--- config.mk ---
export PLATFORM = sky130hd
export DESIGN_NAME = slr_rx_general_ctrl
export DESIGN_NICKNAME = d
export VERILOG_FILES = /design/src/design/slr_pkg.sv /design/src/design/slr_checksum.sv /design/src/design/slr_rx_general_ctrl.sv
export VERILOG_INCLUDE_DIRS = /design/src /design/src/design
export SDC_FILE = /design/constraint.sdc
export NUM_CORES = 1
export LEC_CHECK = 0
export ABC_AREA = 0
export BUFFER_PORTS_ARGS = -buffer_cell sky130_fd_sc_hd__buf_2
export CAP_MARGIN = 25
export CORE_ASPECT_RATIO = 0.7
export CORE_UTILIZATION = 56
export DETAILED_ROUTE_END_ITERATION = 10
export PLACE_DENSITY = 0.84
export SYNTH_ARGS = -nofsm -noshare
export SYNTH_HDL_FRONTEND = slang
export SYNTH_SLANG_ARGS = --single-unit
--- constraint.sdc ---
create_clock -name i_core_clk -period 6 [get_ports i_core_clk]
set_input_delay 0 -clock i_core_clk [delete_from_list [all_inputs] [get_ports i_core_clk]]
set_output_delay 0 -clock i_core_clk [all_outputs]
set_load 0.01 [all_outputs]
--- src/design/slr_defs.svh ---
`ifndef SLR_DEFS_SVH
`define SLR_DEFS_SVH

// ==========================================================
// Register offsets
`define SLR_OFF_TERM_CAL_B     12'h2AE
`define SLR_OFF_TERM_SETUP_A   12'h2B1
`define SLR_OFF_TERM_SETUP_B   12'h2B2
`define SLR_OFF_RX_GEN_CTRL    12'h300
`define SLR_OFF_PAGED_LO       12'h401
`define SLR_OFF_PAGED_HI       12'h47E
`define SLR_OFF_CMP_0          12'h40E
`define SLR_OFF_CMP_1          12'h416
`define SLR_OFF_CMP_2          12'h41E
`define SLR_OFF_CMP_3          12'h42E
`define SLR_OFF_CMP_4          12'h43E
`define SLR_OFF_CMP_5          12'h446

// ==========================================================
// Field positions in the general receiver control register and the calibration trigger register
`define SLR_BIT_CSUM_MODE      6
`define SLR_BIT_LINK_MODE      3
`define SLR_BIT_LINK_PAGE      2
`define SLR_BIT_LINK_EN_HI     1
`define SLR_BIT_LINK_EN_LO     0
`define SLR_BIT_TERM_CAL       0

// ==========================================================
// Reset values and writable masks
`define SLR_RST_TERM_CAL_B     8'h00
`define SLR_RST_TERM_SETUP_A   8'hC3
`define SLR_RST_TERM_SETUP_B   8'h93
`define SLR_RST_RX_GEN_CTRL    8'h00
`define SLR_MASK_TERM_CAL_B    8'h01
`define SLR_MASK_RX_GEN_CTRL   8'h4F

// ==========================================================
// Packed configuration block: bytes 0x400 to 0x40A
`define SLR_CFG_BYTES          11
`define SLR_CFG_BITS           88
`define SLR_NUM_LINKS          2
`define SLR_NUM_CMP            6

`endif

--- src/design/slr_pkg.sv ---
// ==========================================================
// Shared types of the receiver general control bank
package slr_pkg;

    typedef logic [7:0]  slr_byte_t;
    typedef logic [11:0] slr_addr_t;

    // Link arrangement selected by the link mode bit
    typedef enum logic [0:0] {
        SLR_SINGLE_LINK = 1'b0,
        SLR_DUAL_LINK   = 1'b1
    } slr_link_mode_t;

    // Checksum method selected by the checksum mode bit
    typedef enum logic [0:0] {
        SLR_CSUM_FIELDS = 1'b0,
        SLR_CSUM_BYTES  = 1'b1
    } slr_csum_mode_t;

endpackage : slr_pkg

--- src/design/slr_checksum.sv ---
`timescale 1ns/1ps
`include "slr_defs.svh"

// ==========================================================
// Local link-parameter checksum of one link
module slr_checksum (
    // Clock and reset
    input  wire logic                      i_core_clk,
    input  wire logic                      i_rstn,
    // Packed configuration, byte k is register 0x400 + k
    input  wire logic [`SLR_CFG_BITS-1:0]  i_cfg,
    input  wire slr_pkg::slr_csum_mode_t   i_mode,
    // Result
    output      slr_pkg::slr_byte_t        o_sum
);

    logic [11:0] byte_sum;
    logic [11:0] field_sum;
    logic [11:0] next_sum;

    // Byte of the packed block
    function automatic logic [7:0] cfg_byte(input logic [87:0] c,
                                            input int k);
        cfg_byte = c[8*k +: 8];
    endfunction : cfg_byte

    // Plain byte sum, modulo 256 once truncated
    always_comb begin
        byte_sum = 12'h000;
        for (int k = 0; k < `SLR_CFG_BYTES; k++) begin
            byte_sum = byte_sum + {4'h0, cfg_byte(i_cfg, k)};
        end
    end

    // Each link field added on its own, so unused bits never count
    always_comb begin
        field_sum = 12'h000;
        field_sum = field_sum + {4'h0, i_cfg[7:0]};          // Device id
        field_sum = field_sum + {8'h00, i_cfg[15:12]};       // Adjust count
        field_sum = field_sum + {8'h00, i_cfg[11:8]};        // Bank id
        field_sum = field_sum + {11'h000, i_cfg[22]};        // Adjust dir
        field_sum = field_sum + {11'h000, i_cfg[21]};        // Phase adjust
        field_sum = field_sum + {7'h00, i_cfg[20:16]};       // Lane id
        field_sum = field_sum + {11'h000, i_cfg[31]};        // Scrambling
        field_sum = field_sum + {7'h00, i_cfg[28:24]};       // Lanes
        field_sum = field_sum + {4'h0, i_cfg[39:32]};        // Octets
        field_sum = field_sum + {7'h00, i_cfg[44:40]};       // Frames
        field_sum = field_sum + {4'h0, i_cfg[55:48]};        // Converters
        field_sum = field_sum + {10'h000, i_cfg[63:62]};     // Control bits
        field_sum = field_sum + {7'h00, i_cfg[60:56]};       // Resolution
        field_sum = field_sum + {9'h000, i_cfg[71:69]};      // Subclass
        field_sum = field_sum + {7'h00, i_cfg[68:64]};       // Total bits
        field_sum = field_sum + {9'h000, i_cfg[79:77]};      // Version
        field_sum = field_sum + {7'h00, i_cfg[76:72]};       // Samples
        field_sum = field_sum + {11'h000, i_cfg[87]};        // High density
        field_sum = field_sum + {7'h00, i_cfg[84:80]};       // Ctrl words
    end

    assign next_sum = (i_mode == slr_pkg::SLR_CSUM_BYTES) ? byte_sum
                                                          : field_sum;

    // Registered so the compare value never glitches on a read
    always_ff @(posedge i_core_clk) begin
        if (!i_rstn) begin
            o_sum <= 8'h00;
        end else begin
            o_sum <= next_sum[7:0];
        end
    end

endmodule : slr_checksum

--- src/design/slr_rx_general_ctrl.sv ---
// Operation
// - Rising edge of calibration bit 0 calibrates lane PHYs two to five.
// - Checksum mode 0 sums the individual link configuration fields.
// - Checksum mode 1 sums bytes 0x400 to 0x40A modulo 256.
// - Local checksum readable in the six per-lane compare registers.
// - Link mode bit 3 selects single link or dual link, reset 0.
// - Page bit 2 picks the link 0 or link 1 checksum at the compare offsets in 0x401 to 0x47E.
// - Bits 1:0 enable link 0 and link 1 logic; reset both off.
`timescale 1ns/1ps
`include "slr_defs.svh"

module slr_rx_general_ctrl (
    // Clock and reset
    input  wire logic                      i_core_clk,
    input  wire logic                      i_rstn,
    // Register port from the serial control port
    input  wire slr_pkg::slr_addr_t        i_reg_addr,
    input  wire logic                      i_reg_wen,
    input  wire logic                      i_reg_ren,
    input  wire slr_pkg::slr_byte_t        i_reg_wdata,
    output      slr_pkg::slr_byte_t        o_reg_rdata,
    output      logic                      o_reg_rvalid,
    output      logic                      o_reg_hit,
    // Packed configuration blocks of both links
    input  wire logic [`SLR_CFG_BITS-1:0]  i_link0_cfg,
    input  wire logic [`SLR_CFG_BITS-1:0]  i_link1_cfg,
    // Termination control
    output      logic                      o_term_cal_start_b,
    output      slr_pkg::slr_byte_t        o_term_setup_a,
    output      slr_pkg::slr_byte_t        o_term_setup_b,
    // Receiver control
    output      slr_pkg::slr_link_mode_t   o_link_mode,
    output      logic                      o_link_page,
    output      logic [1:0]                o_link_en,
    output      slr_pkg::slr_csum_mode_t   o_csum_mode,
    output      slr_pkg::slr_byte_t        o_link0_checksum,
    output      slr_pkg::slr_byte_t        o_link1_checksum
);

    // ==========================================================
    // Storage
    slr_pkg::slr_byte_t term_cal_b;
    slr_pkg::slr_byte_t term_setup_a;
    slr_pkg::slr_byte_t term_setup_b;
    slr_pkg::slr_byte_t rx_gen_ctrl;
    slr_pkg::slr_byte_t csum [`SLR_NUM_LINKS];
    slr_pkg::slr_byte_t paged_csum;
    slr_pkg::slr_byte_t next_rdata;
    logic               next_hit;
    logic               term_cal_prev;

    // Write strobes, one for each stored register
    logic               wr_term_cal_b;
    logic               wr_term_setup_a;
    logic               wr_term_setup_b;
    logic               wr_rx_gen_ctrl;

    // One flag for each per-lane compare offset
    logic [`SLR_NUM_CMP-1:0] cmp_match;

    // Exact offset match, used by write and read decode
    function automatic logic at(input slr_pkg::slr_addr_t a,
                                input slr_pkg::slr_addr_t off);
        at = (a == off);
    endfunction : at

    // Offset of the n-th per-lane compare register
    function automatic slr_pkg::slr_addr_t cmp_off(input int n);
        case (n)
            0:       cmp_off = `SLR_OFF_CMP_0;
            1:       cmp_off = `SLR_OFF_CMP_1;
            2:       cmp_off = `SLR_OFF_CMP_2;
            3:       cmp_off = `SLR_OFF_CMP_3;
            4:       cmp_off = `SLR_OFF_CMP_4;
            default: cmp_off = `SLR_OFF_CMP_5;
        endcase
    endfunction : cmp_off

    // ==========================================================
    // Write decode; strobes to unmapped or read-only offsets,
    // the compare registers among them, change nothing
    assign wr_term_cal_b   = i_reg_wen &&
                             at(i_reg_addr, `SLR_OFF_TERM_CAL_B);
    assign wr_term_setup_a = i_reg_wen &&
                             at(i_reg_addr, `SLR_OFF_TERM_SETUP_A);
    assign wr_term_setup_b = i_reg_wen &&
                             at(i_reg_addr, `SLR_OFF_TERM_SETUP_B);
    assign wr_rx_gen_ctrl  = i_reg_wen &&
                             at(i_reg_addr, `SLR_OFF_RX_GEN_CTRL);

    // Compare offsets matched by one comparator each
    for (genvar n = 0; n < `SLR_NUM_CMP; n++) begin : g_cmp
        assign cmp_match[n] = at(i_reg_addr, cmp_off(n));
    end

    // ==========================================================
    // Calibration trigger register
    always_ff @(posedge i_core_clk) begin
        if (!i_rstn) begin
            term_cal_b <= `SLR_RST_TERM_CAL_B;
        end else if (wr_term_cal_b) begin
            term_cal_b <= i_reg_wdata & `SLR_MASK_TERM_CAL_B;
        end
    end

    // Only a 0 to 1 change starts calibration; rewriting 1 does nothing
    // Software clears the bit first to run calibration again
    always_ff @(posedge i_core_clk) begin
        if (!i_rstn) begin
            term_cal_prev      <= 1'b0;
            o_term_cal_start_b <= 1'b0;
        end else begin
            term_cal_prev      <= term_cal_b[`SLR_BIT_TERM_CAL];
            o_term_cal_start_b <= term_cal_b[`SLR_BIT_TERM_CAL] &&
                                  !term_cal_prev;
        end
    end

    // ==========================================================
    // Termination setup registers, full bytes, forwarded to the PHYs
    // No bit is reserved here, so the whole byte is kept
    always_ff @(posedge i_core_clk) begin
        if (!i_rstn) begin
            term_setup_a <= `SLR_RST_TERM_SETUP_A;
        end else if (wr_term_setup_a) begin
            term_setup_a <= i_reg_wdata;
        end
    end

    always_ff @(posedge i_core_clk) begin
        if (!i_rstn) begin
            term_setup_b <= `SLR_RST_TERM_SETUP_B;
        end else if (wr_term_setup_b) begin
            term_setup_b <= i_reg_wdata;
        end
    end

    assign o_term_setup_a = term_setup_a;
    assign o_term_setup_b = term_setup_b;

    // ==========================================================
    // General receiver control; enables are not interlocked here,
    // the bring-up order is left to software
    always_ff @(posedge i_core_clk) begin
        if (!i_rstn) begin
            rx_gen_ctrl <= `SLR_RST_RX_GEN_CTRL;
        end else if (wr_rx_gen_ctrl) begin
            rx_gen_ctrl <= i_reg_wdata & `SLR_MASK_RX_GEN_CTRL;
        end
    end

    assign o_link_mode = slr_pkg::slr_link_mode_t'(
                             rx_gen_ctrl[`SLR_BIT_LINK_MODE]);
    assign o_link_page = rx_gen_ctrl[`SLR_BIT_LINK_PAGE];
    assign o_link_en   = rx_gen_ctrl[`SLR_BIT_LINK_EN_HI:
                                     `SLR_BIT_LINK_EN_LO];
    assign o_csum_mode = slr_pkg::slr_csum_mode_t'(
                             rx_gen_ctrl[`SLR_BIT_CSUM_MODE]);

    // ==========================================================
    // Local checksum of each link; both run whether enabled or
    // not, so the compare value is ready before a link comes up
    for (genvar g = 0; g < `SLR_NUM_LINKS; g++) begin : g_csum
        slr_checksum slr_checksum_inst (
            .i_core_clk (i_core_clk),
            .i_rstn     (i_rstn),
            .i_cfg      ((g == 0) ? i_link0_cfg : i_link1_cfg),
            .i_mode     (o_csum_mode),
            .o_sum      (csum[g])
        );
    end

    assign o_link0_checksum = csum[0];
    assign o_link1_checksum = csum[1];

    // Paged view; the page bit alone picks the link, the link
    // mode does not gate it, so software can read either side
    assign paged_csum = csum[o_link_page];

    // ==========================================================
    // Read decode; unmapped offsets read zero and drop the hit flag
    // The hit flag tells a real zero from an unmapped offset
    always_comb begin
        next_rdata = 8'h00;
        next_hit   = 1'b1;
        if (at(i_reg_addr, `SLR_OFF_TERM_CAL_B)) begin
            next_rdata = term_cal_b;
        end else if (at(i_reg_addr, `SLR_OFF_TERM_SETUP_A)) begin
            next_rdata = term_setup_a;
        end else if (at(i_reg_addr, `SLR_OFF_TERM_SETUP_B)) begin
            next_rdata = term_setup_b;
        end else if (at(i_reg_addr, `SLR_OFF_RX_GEN_CTRL)) begin
            next_rdata = rx_gen_ctrl;
        end else if (|cmp_match) begin
            // Compare offsets: the page bit picks whose checksum shows
            next_rdata = paged_csum;
        end else begin
            next_hit = 1'b0;
        end
    end

    // Read data one cycle after the strobe, held until the next read
    always_ff @(posedge i_core_clk) begin
        if (!i_rstn) begin
            o_reg_rdata <= 8'h00;
            o_reg_hit   <= 1'b0;
        end else if (i_reg_ren) begin
            o_reg_rdata <= next_rdata;
            o_reg_hit   <= next_hit;
        end
    end

    // Valid marks the one cycle in which a fresh answer appears;
    // a write in the same cycle as a read is not seen by that read
    always_ff @(posedge i_core_clk) begin
        if (!i_rstn) begin
            o_reg_rvalid <= 1'b0;
        end else begin
            o_reg_rvalid <= i_reg_ren;
        end
    end

endmodule : slr_rx_general_ctrl

==> results.json <==
{
  "timing.fmax_ghz": 0.2181,
  "fin_total_pwr_mw": 7.360,
  "htree_levels": 2,
  "fin_skew_ns": 0.006817,
  "fin_ws_ns": 1.415,
  "synth_ff_type": "dfxtp_1",
  "drt-total-wl_um": 24220,
  "vdd_drop_max_mv": 0.5733,
  "yosysWarningCount": 0,
  "clk_path_buf_depth": 2,
  "routedWlPerCell_um": 16.75,
  "grt_start_max_net_pins": 28,
  "crit_path_max_fanout": 2,
  "io_buffer_count": 247,
  "final_cell_mix": "313 x inv_1, 247 x buf_2, 224 x fa_1",
  "dieArea_sq_um": 17680,
  "maxSlewViolCount": 0,
  "layout_min_cycle_time_ns": 4.585,
  "vias": 7237,
  "antenna_found_initial": 0,
  "synth_edf_count": 0,
  "fin_hold_ws_ns": 0.03907,
  "post_cts_buffers": 0,
  "synthArstFlopShare_pct": 0,
  "setup_violations": 0,
  "coreArea_sq_um": 16540,
  "grt.overflow.total": 0,
  "place_area_sq_um": 11080,
  "layout_commonest_cell": "inv_1",
  "clk_pin_slew_ns": 0.07,
  "critPathLaunchType": "input pin",
  "cts_made_buffers": 5,
  "drtAntennaViolNets": 0,
  "power.density_nw_per_um2": 649.5,
  "hold_buffers": 8,
  "dr.pass1.iters": 5,
  "syn2layout_area_growth_pct": 18.04,
  "place_ws_ns": 1.108,
  "status": "completed",
  "timing.final.hold_violations": 0,
  "grt_pass1_wl_um": 39170,
  "drc": 0,
  "synth-seq-cells": 50,
  "place_congestion": 0.9569,
  "die_y_um": 111.5,
  "vias_per_cell": 5.005,
  "min_path_type": "input pin to flop",
  "grt_use_total_pct": 29.52,
  "layout-drive-gt1-share_pct": 21.62,
  "r2r_slack_ns": 4.30,
  "seq_area_frac_synth_pct": 10.43,
  "die_x_um": 158.5,
  "cts.sinks": 50,
  "finalCritPeriodShare_pct": 76.42,
  "nNetsFinal": 1708,
  "final_cells": 1446,
  "p_leak_nw": 6.047,
  "tightest_slew_ns": 0.8230,
  "start_util_pct": 58.03,
  "placed_cells": 1430,
  "cap_violations": 0,
  "tns_ns": 0,
  "ios": 248,
  "worstSetupPathType": "input pin to flop",
  "drt_iter0_drc": 442,
  "slew_headroom_pct": 44.79,
  "finish.instance_area_sq_um": 11330,
  "fin_util_pct": 68.50,
  "critPathArrivalTime_ns": 4.74,
  "n_antenna_cell": 0,
  "cp.required_ns": 6.15,
  "grt_pass1_vias": 7818,
  "rsz0062_at_grt": "no",
  "synth_cell_types": 47,
  "dp_hpwl_um": 22150,
  "cts_tree": "built",
  "cp-end-kind": "flop",
  "synth_area_per_cell_sq_um": 9.886,
  "syn_nets": 1459,
  "netlist_area_sq_um": 9599,
  "root_buffer": "clkbuf_16",
  "cts.repair.resized": 0,
  "clock_latency_ns": 0.29,
  "netlist_instances": 971,
  "num_rows": 39
}
## critical path, stage by stage
cell and delay, ns:
buf_2 0.11, fa_1 0.53, inv_1 0.05, fa_1 0.50
inv_1 0.06, fa_1 0.53, inv_1 0.05, fa_1 0.45
fa_1 0.49, inv_1 0.04, ha_1 0.27, ha_1 0.22
fa_1 0.47, a21oi_1 0.29, o211ai_1 0.14, a21oi_1 0.20
xnor2_1 0.09, o21ai_0 0.17, a21oi_1 0.06
## metal layers
metal  global-route usage [%]  wire length (um)
met5                        0                 0
met4                    4.936               382
met3                    7.785              2276
met2                    45.50             10820
met1                    42.67             10740
## registers in the layout (all words and copies together) (netlist names)
register and cells:
o_reg_hit 1, o_reg_rdata 8, o_term_cal_start_b 1, o_term_setup_a 8, g_csum.slr_checksum_inst.o_sum 16, term_cal_prev 1
o_reg_rvalid 1, o_term_setup_b 8, rx_gen_ctrl 5, term_cal_b 1
## worst paths after layout
| check | from | to | cells past startpoint |
|---|---|---|---|
| min | i_reg_ren | o_reg_rdata[0] | 2 |
| min reg2reg | term_cal_prev | o_term_cal_start_b | 1 |
| max reg2reg | rx_gen_ctrl[2] | o_reg_rdata[6] | 4 |
| max | i_link1_cfg[41] | g_csum[1].slr_checksum_inst.o_sum[7] | 19 |
## logic make-up after synthesis
group                      after synthesis  share of synthesized area (%)
buffers and inverters                  329                          12.92
adders and majority gates              288                          55.06
and+or+nand+nor                        125                          6.908
AOI/OAI and AO/OA                       93                          5.996
xor gates and xnor gates                65                          6.504
DFF                                     50                          10.43
muxes                                   21                          2.190
## cell type report
class,instances,area [sq um]
clock inverter,3,47.55
tap,225,281.5
sequential,50,1001
timing repair buffer,257,1339
clock buffer,5,125.1
multi-input combinational,592,7358
inverter,314,1179
fill,1259,5211
## synthesized netlist by cell type (all sizes together), types with 2 or more instances
library cell	count	area (sq um)
a2111oi	2	17.52
a211oi	2	15.01
a21boi	2	15.01
a21o	13	97.59
a21oi	39	195.2
and2	6	37.54
buf	3	16.26
clkbuf	12	45.04
dfxtp	50	1001
fa	224	4484
ha	64	800.8
inv	313	1175
mux2i	21	210.2
nand2	46	172.7
nand2b	11	68.82
nand3	16	92.59
nor2	18	67.56
nor2b	9	56.30
nor3b	4	30.03
nor4	2	27.53
nor4b	3	26.28
o211ai	9	67.56
o21ai	11	58.81
o21bai	3	22.52
o221ai	2	17.52
o22ai	7	43.79
or3b	3	26.28
xnor2	48	420.4
xnor3	4	90.09
xor2	13	113.9
## where the power goes
| part | switching (mW) | total, mW | internal [mW] |
|---|---|---|---|
| Sequential | 0.0272 | 0.445 | 0.418 |
| Combinational | 3.42 | 6.58 | 3.16 |
| Clock | 0.134 | 0.334 | 0.200 |
| Total | 3.58 | 7.36 | 3.78 |
(Power assumes the default switching activity.)
